## src/common/vhid_defines.vh

```
// constants for the vga host interface decode block
`ifndef VHID_DEFINES_VH
`define VHID_DEFINES_VH
`define VHID_ROM_BASE        20'h0_C000
`define VHID_ROM_LAST        20'h0_C7FF
`define VHID_ROM_SHIFT       4
`define VHID_PAL_FIRST       16'h03C6
`define VHID_PAL_LAST        16'h03C9
`define VHID_SEQ_IDX         16'h03C4
`define VHID_GFX_IDX         16'h03CE
`define VHID_CRT_MONO        16'h03B4
`define VHID_CRT_COLR        16'h03D4
`define VHID_ATR_IDX         16'h03C0
`define VHID_VRAM_BASE       20'hA_0000
`define VHID_VRAM_LAST       20'hB_FFFF
`define VHID_EXT_IDX         16'h03D6
`define VHID_EXT_DAT         16'h03D7
`define VHID_EXT_LATCH0      8'h00
`define VHID_EXT_ATRFF       8'h04
`define VHID_EXT_CTRL        8'h0A
`define VHID_EXT_MCTL        8'h0B
`define VHID_MEM_WAITS       4'h3
`define VHID_DOT_DIV         2'h1
`endif

```

## src/core/vhid_top.v

```verilog
// vga host interface decode: rom select, palette strobes, display memory access, extension gating
`timescale 1ns/1ps
`default_nettype none
`include "vhid_defines.vh"
// What this block does
// - pc bus strap: rom range asserts rom select
// - adapter bus strap: never assert rom select
// - all 256k memory reachable in plane modes 0, 1 and 3; mode 2 reaches only 128k
// - memory strobes timed from dot clock
// - 16-bit memory cycles sequenced from memory clock
// - reset disables all extended functions
// - extended writes need both enable sets set
// - extended reads return latches and attribute toggle
// - standard registers gain no new bits
// - palette io range drives external read/write strobes
// - reset gives 8-bit memory and io
// - 16-bit io only on index/data pairs
// - cycle width from lowest address bit, high byte enable
// - io and rom reads without waits, display memory stretched with waits
module vhid_top (
    input  wire        REF_CLK_I,
    input  wire        RST_N_I,
    input  wire        CLK_EN_I,
    input  wire        BUS_STRAP_ADAPTER_I,
    input  wire        MEM_CLK_TICK_I,
    input  wire        DOT_CLK_TICK_I,
    input  wire [19:0] ADDR_I,
    input  wire        HIGH_BYTE_ENABLE_N_I,
    input  wire        MEM_RD_I,
    input  wire        MEM_WR_I,
    input  wire        IO_RD_I,
    input  wire        IO_WR_I,
    input  wire [15:0] DATA_I,
    input  wire [1:0]  PLANE_MODE_I,
    input  wire [1:0]  WRITE_PLANE_I,
    input  wire [31:0] GFX_LATCH_I,
    input  wire        ATTR_TOGGLE_I,
    input  wire        EXT_KEY_A_I,
    input  wire        EXT_KEY_B_I,
    output reg         VIDEO_ROM_SELECT_N_O,
    output reg         PAL_RD_N_O,
    output reg         PAL_WR_N_O,
    output reg         IO_CYCLE_16_O,
    output reg         MEM_CYCLE_16_O,
    output reg         BUS_READY_O,
    output reg  [17:0] VRAM_ADDR_O,
    output reg  [3:0]  VRAM_PLANE_EN_O,
    output reg         VRAM_RAS_N_O,
    output reg         VRAM_CAS_N_O,
    output reg         VRAM_WE_N_O,
    output reg  [7:0]  EXT_RD_DATA_O,
    output reg         EXT_RD_VALID_O,
    output reg  [7:0]  EXT_CTRL_O,
    output reg         EXT_ACTIVE_O
);
    localparam ST_IDLE = 4'b0001;
    localparam ST_RAS  = 4'b0010;
    localparam ST_CAS  = 4'b0100;
    localparam ST_DONE = 4'b1000;

    reg  [3:0]  state_q;
    reg  [3:0]  state_d;
    reg  [3:0]  wait_q;
    reg  [7:0]  ext_idx_q;
    reg  [7:0]  ext_mctl_q;
    reg         served_q;
    wire [15:0] io_addr = ADDR_I[15:0];

    function is_pair;
        input [15:0] a;
        begin
            is_pair = (a == `VHID_SEQ_IDX) || (a == `VHID_GFX_IDX) ||
                      (a == `VHID_CRT_MONO) || (a == `VHID_CRT_COLR) || (a == `VHID_ATR_IDX);
        end
    endfunction

    function in_window;
        input [19:0] a;
        input [19:0] lo;
        input [19:0] hi;
        begin
            in_window = (a >= lo) && (a <= hi);
        end
    endfunction

    function [3:0] plane_onehot;
        input [1:0] sel;
        begin
            case (sel)
                2'b00:   plane_onehot = 4'h1;
                2'b01:   plane_onehot = 4'h2;
                2'b10:   plane_onehot = 4'h4;
                default: plane_onehot = 4'h8;
            endcase
        end
    endfunction

    // unknown indices read as zero so software probing the space sees nothing new
    function [7:0] ext_readback;
        input [7:0]  idx;
        input [31:0] latch;
        input        toggle;
        input [7:0]  ctrl;
        input [7:0]  mctl;
        begin
            case (idx)
                `VHID_EXT_LATCH0: ext_readback = latch[7:0];
                8'h01:            ext_readback = latch[15:8];
                8'h02:            ext_readback = latch[23:16];
                8'h03:            ext_readback = latch[31:24];
                `VHID_EXT_ATRFF:  ext_readback = {7'h00, toggle};
                `VHID_EXT_CTRL:   ext_readback = ctrl;
                `VHID_EXT_MCTL:   ext_readback = mctl;
                default:          ext_readback = 8'h00;
            endcase
        end
    endfunction

    wire in_rom  = in_window(ADDR_I, `VHID_ROM_BASE << `VHID_ROM_SHIFT,
                             (`VHID_ROM_LAST << `VHID_ROM_SHIFT) | 20'h0_000F);
    wire in_pal  = in_window({4'h0, io_addr}, {4'h0, `VHID_PAL_FIRST}, {4'h0, `VHID_PAL_LAST});
    wire in_vram = in_window(ADDR_I, `VHID_VRAM_BASE, `VHID_VRAM_LAST);
    // both key sets must be held; keys are reset by the host-side register owner
    wire ext_open = EXT_KEY_A_I && EXT_KEY_B_I;
    wire ext_wr  = IO_WR_I && (io_addr == `VHID_EXT_DAT) && ext_open;
    wire ext_rd  = IO_RD_I && (io_addr == `VHID_EXT_DAT);
    wire mem_req = (MEM_RD_I || MEM_WR_I) && in_vram;
    // requests are levels that outlive their cycle; served_q stops a second start
    wire mem_new = mem_req && !served_q;
    wire wide    = !ADDR_I[0] && !HIGH_BYTE_ENABLE_N_I;

    // chain modes fold plane select into low address bits; in mode 2 ADDR_I[17] is always set in the window, so half the offsets are unreachable
    reg  [17:0] map_addr;
    reg  [3:0]  map_plane;
    always @* begin
        map_addr  = {2'b00, ADDR_I[15:0]};
        map_plane = 4'h0;
        case (PLANE_MODE_I)
            2'b00: begin
                map_addr  = {2'b00, ADDR_I[15:0]};
                map_plane = 4'hF;
            end
            2'b01: begin
                map_addr  = {2'b00, ADDR_I[16:1]};
                map_plane = ADDR_I[0] ? 4'hA : 4'h5;
            end
            2'b10: begin
                map_addr  = {2'b00, ADDR_I[17:2]};
                map_plane = plane_onehot(ADDR_I[1:0]);
            end
            default: begin
                map_addr  = {ADDR_I[15:0], WRITE_PLANE_I};
                map_plane = plane_onehot(WRITE_PLANE_I);
            end
        endcase
    end

    always @* begin
        state_d = state_q;
        case (state_q)
            ST_IDLE: if (mem_new) state_d = ST_RAS;
            ST_RAS:  if (DOT_CLK_TICK_I) state_d = ST_CAS;
            ST_CAS:  if (wait_q == `VHID_MEM_WAITS && MEM_CLK_TICK_I) state_d = ST_DONE;
            ST_DONE: state_d = ST_IDLE;
            default: state_d = ST_IDLE;
        endcase
    end

    // decode strobes follow the request level one cycle late
    always @(posedge REF_CLK_I) begin
        if (!RST_N_I) begin
            VIDEO_ROM_SELECT_N_O <= 1'b1;
            PAL_RD_N_O           <= 1'b1;
            PAL_WR_N_O           <= 1'b1;
            IO_CYCLE_16_O        <= 1'b0;
            MEM_CYCLE_16_O       <= 1'b0;
            BUS_READY_O          <= 1'b1;
        end else if (CLK_EN_I) begin
            VIDEO_ROM_SELECT_N_O <= !(MEM_RD_I && in_rom && !BUS_STRAP_ADAPTER_I);
            PAL_RD_N_O           <= !(IO_RD_I && in_pal);
            PAL_WR_N_O           <= !(IO_WR_I && in_pal);
            IO_CYCLE_16_O  <= ext_mctl_q[1] && wide && is_pair(io_addr) && (IO_RD_I || IO_WR_I);
            MEM_CYCLE_16_O <= ext_mctl_q[0] && wide && mem_req;
            // io never waits; display memory holds ready low until done, rom reads never wait
            BUS_READY_O <= !(mem_new && state_q != ST_DONE);
        end
    end

    always @(posedge REF_CLK_I) begin
        if (!RST_N_I) begin
            ext_idx_q    <= 8'h00;
            ext_mctl_q   <= 8'h00;
            EXT_CTRL_O   <= 8'h00;
            EXT_ACTIVE_O <= 1'b0;
        end else if (CLK_EN_I) begin
            // only extended index space accepts new control
            if (IO_WR_I && io_addr == `VHID_EXT_IDX && ext_open)
                ext_idx_q <= DATA_I[7:0];
            if (ext_wr && ext_idx_q == `VHID_EXT_CTRL)
                EXT_CTRL_O <= DATA_I[7:0];
            if (ext_wr && ext_idx_q == `VHID_EXT_MCTL)
                ext_mctl_q <= DATA_I[7:0];
            EXT_ACTIVE_O <= |EXT_CTRL_O;
        end
    end

    // read data is registered and announced by a valid that follows the read level one cycle late
    always @(posedge REF_CLK_I) begin
        if (!RST_N_I) begin
            EXT_RD_DATA_O  <= 8'h00;
            EXT_RD_VALID_O <= 1'b0;
        end else if (CLK_EN_I) begin
            EXT_RD_VALID_O <= ext_rd;
            if (ext_rd)
                EXT_RD_DATA_O <= ext_readback(ext_idx_q, GFX_LATCH_I, ATTR_TOGGLE_I, EXT_CTRL_O, ext_mctl_q);
        end
    end

    always @(posedge REF_CLK_I) begin
        if (!RST_N_I) begin
            state_q         <= ST_IDLE;
            wait_q          <= 4'h0;
            served_q        <= 1'b0;
            VRAM_ADDR_O     <= 18'h0_0000;
            VRAM_PLANE_EN_O <= 4'h0;
            VRAM_RAS_N_O    <= 1'b1;
            VRAM_CAS_N_O    <= 1'b1;
            VRAM_WE_N_O     <= 1'b1;
        end else if (CLK_EN_I) begin
            state_q <= state_d;
            if (!mem_req)
                served_q <= 1'b0;
            else if (state_q == ST_DONE)
                served_q <= 1'b1;
            // ras/cas fall on dot ticks and rise in done, 16-bit sequencing counts memory clock ticks
            case (state_q)
                ST_IDLE: begin
                    wait_q <= 4'h0;
                    if (mem_new) begin
                        VRAM_ADDR_O     <= map_addr;
                        VRAM_PLANE_EN_O <= map_plane;
                        VRAM_WE_N_O     <= !MEM_WR_I;
                    end
                end
                ST_RAS: if (DOT_CLK_TICK_I) VRAM_RAS_N_O <= 1'b0;
                ST_CAS: begin
                    if (DOT_CLK_TICK_I) VRAM_CAS_N_O <= 1'b0;
                    if (MEM_CLK_TICK_I && wait_q != `VHID_MEM_WAITS) wait_q <= wait_q + 4'h1;
                end
                ST_DONE: begin
                    VRAM_RAS_N_O <= 1'b1;
                    VRAM_CAS_N_O <= 1'b1;
                    VRAM_WE_N_O  <= 1'b1;
                    VRAM_PLANE_EN_O <= 4'h0;
                end
                default: wait_q <= 4'h0;
            endcase
        end
    end
endmodule // vhid_top
`default_nettype wire

```

## config.mk

```make
export PLATFORM = sky130hd
export DESIGN_NAME = vhid_top
export DESIGN_NICKNAME = d
export VERILOG_FILES = /design/src/core/vhid_top.v
export VERILOG_INCLUDE_DIRS = /design/src /design/src/common
export SDC_FILE = /design/constraint.sdc
export NUM_CORES = 1
export LEC_CHECK = 0
export ABC_AREA = 1
export BUFFER_PORTS_ARGS = -buffer_cell sky130_fd_sc_hd__clkbuf_2
export CAP_MARGIN = 40
export CORE_MARGIN = 2
export CORE_UTILIZATION = 45
export CTS_CLUSTER_DIAMETER = 100
export DETAILED_ROUTE_END_ITERATION = 10
export PLACE_DENSITY = 0.72
export SYNTH_ARGS = -nofsm -noshare
export SYNTH_HDL_FRONTEND = slang
export SYNTH_SLANG_ARGS = --single-unit
```

## constraint.sdc

```tcl
create_clock -name REF_CLK_I -period 4.39 [get_ports REF_CLK_I]
set_clock_uncertainty 0.1 [all_clocks]
set_input_delay 0 -clock REF_CLK_I [delete_from_list [all_inputs] [get_ports REF_CLK_I]]
set_output_delay 0 -clock REF_CLK_I [all_outputs]
set_load 0.01 [all_outputs]
```

==> results.cfg <==
[timing]
fmax_ghz = 0.4676
finalCriticalPeriod_ns = 2.138
finalSetupTns_ns = 0
tightest_slew_ns = 0.7444
rsz0062_at_grt = no
hold_ws_ns = -0.009924
slew_headroom_pct = 50.38
finalMaxSlewViolations = 0
fin_crit_sh_pct = 48.71
hold_viol = 1
setup-violations-final = 0

[clock_network]
cts_made_buffers = 9
post_cts_buffers = 0
htreeDepth = 3
cts_hold_buf = 27
path_clk_slew_ns = 0.08
worstSkewPairLatency_ns = 0.35
cts_tree = done
cts_resized = 0
cts_sinks = 74
cts_buffer_depth = 2
cts_root_buffer = clkbuf_8

[power]
leakage_nw = 2.694
ir_drop_uv = 189.5
p_per_area_nw_per_um2 = 262.0
total_power_mw = 1.401

[flow_run]
cap_violations = 0

[worst_hold_path]
holdPathEnd = EXT_RD_DATA_O[6]
hold_class = primary input to register
whs_path_depth = 7
hold_path_startpoint = GFX_LATCH_I[14]

[worst_setup_path]
rr_endpoint = EXT_RD_DATA_O[7]
crit_required_ns = 4.57
setup.worst_path.class = primary input to register
r2r_cells = 9
path_max_fanout = 3
start_kind = primary input
cp.arrival_ns = 2.32
crit_path_end_kind = register
r2r_slack_ns = 2.36
rr_startpoint = ext_idx_q[6]

[placement]
dp_hpwl_mm = 9.403
gp_congestion = 0.9321
place.port_buffers = 126
place_inst = 891

[floorplanning]
ios = 135
chipHeight_um = 100.8
core_sq_um = 9153
start_util_pct = 46.03
fp-row-count = 35
die_w_um = 100.8
dieArea_sq_um = 10150

[finish]
area_growth_pct = 26.91
antennaDiodeCount = 0
fin_nets = 905
drive_gt1_share_pct = 22.24
fin_cells = 934

[logic_synthesis]
syn_area_per_cell_sq_um = 6.269
synth.area.top_cells = dfxtp_1 (35%), nand2_1 (17%), nor2_1 (11%)
syn_nets = 759
ys_top_cells_by_count = nand2_1 (187), nor2_1 (126), dfxtp_1 (74)
syn_inst = 672
synth_top_area_share_pct = 35.16
ys_types = 37
syn_area_sq_um = 4213
ys_seq_area_share_pct = 35.16
synth-edff-count = 0
yosysMostFrequentCell = nand2_1
yosysTopAreaCell = dfxtp_1
synthArstFlopShare_pct = 0
ys.flop_type = dfxtp_1
yosysWarnings = 0
synth-seq-cells = 74

[detailed_routing]
post_drt_wl_per_cell_um = 13.32
via_count = 4813
drc = 0
drt-vias-per-instance = 5.153
wl_mm = 12.44
drt-pass1-iter-count = 5
drt_iter0_markers = 434
postRouteAntennaNets = 0

[global_route]
grt_antenna_before_repair = 0
grt_start_max_net_pins = 41
grt_pass1_wl_mm = 20.51
grt_pass1_vias = 4344
gr-total-overflow = 0
track_usage_pct = 24.99

[outcome]
status = finished, violations left
violations = negative hold slack
## worst max-delay path by stage
stage                                   to  cells after the start  slack, ns          from
after floorplan              EXT_CTRL_O[0]                      7       2.94  ext_idx_q[6]
after global placement     VRAM_ADDR_O[10]                      3       2.07       RST_N_I
after detailed placement        state_q[0]                      5       2.36       RST_N_I
after CTS                   MEM_CYCLE_16_O                      8       2.29      MEM_WR_I
after global routing      EXT_RD_DATA_O[4]                      9       2.09  ext_idx_q[4]
final                       MEM_CYCLE_16_O                      8       2.25      MEM_WR_I
## cell type report
class | count | area, sq um
clock buffers | 10 | 127.6
flip-flops and latches | 74 | 1481
fillers | 897 | 3806
well taps | 111 | 138.9
multi-input cells | 507 | 2355
inverters | 72 | 271.5
repair buffers | 154 | 928.4
clock inverters | 6 | 43.79
## per-stage QoR
step | setup slack (ns) | cell area (sq um) | util [%]
floorplan | 2.937 | 4213 | -
global placement | 2.070 | 4877 | 53.29
detailed placement | 2.363 | 4905 | 53.59
CTS | 2.286 | 5346 | 58.41
global route | 2.090 | 5346 | 58.41
finish | 2.252 | 5346 | 58.41
## flip-flops by register name, summed over array words and instances, names as in the netlist
register	count
VRAM_PLANE_EN_O	4
EXT_RD_DATA_O	8
MEM_CYCLE_16_O	1
BUS_READY_O	1
ext_mctl_q	8
wait_q	4
EXT_CTRL_O	8
VRAM_WE_N_O	1
VRAM_ADDR_O	18
ext_idx_q	8
VIDEO_ROM_SELECT_N_O	1
EXT_RD_VALID_O	1
VRAM_RAS_N_O	1
state_q	4
served_q	1
VRAM_CAS_N_O	1
EXT_ACTIVE_O	1
IO_CYCLE_16_O	1
PAL_WR_N_O	1
PAL_RD_N_O	1
## where the power goes
part	switching, mW	total, mW	internal [mW]
Combinational	0.139	0.229	0.0906
Sequential	0.0104	0.698	0.687
Clock	0.268	0.474	0.206
## cell usage in the layout, fill, tap and decap left out, types with 5 or more instances in the layout
master         Yosys  layout
nand2_2            6       6
clkbuf_2           0     126
o21ai_1            7       7
o21ai_0           29      29
dfxtp_1           74      74
nand2_1          187     187
inv_2             17      17
inv_1             53      53
nand3_1           55      55
dlygate4sd3_1      0      27
clkbuf_8           0       9
nand4_1            5       5
nor2_1           126     126
a21oi_1           44      44
o2111ai_1          7       7
## worst max-delay path: stages
cell,delay (ns)
dlygate4sd3_1,0.54
clkbuf_2,0.15
nor2_1,0.06
nor3_2,0.21
dlygate4sd3_1,0.60
nand4_1,0.08
dlygate4sd3_1,0.57
a21oi_1,0.11
## cells by family after synthesis
group / Yosys count / share of synthesized area (%)
AND/OR/NAND/NOR: 404 / 41.82
buffers and inverters: 91 / 8.939
XOR/XNOR: 2 / 0.4159
AO/OA/AOI/OAI: 100 / 13.36
adder cells (fa/ha/maj): 1 / 0.2970
flip-flops: 74 / 35.16
## per-layer routing
layer	up-vias	share of wire (%)	track usage [%]
li1	2451	-	-
met1	2145	47	36.47
met2	195	44	37.85
met3	22	7.2	3.606
met4	0	2.0	8.114
met5	-	0	0
No activity file was read; power rests on OpenSTA's default activity.
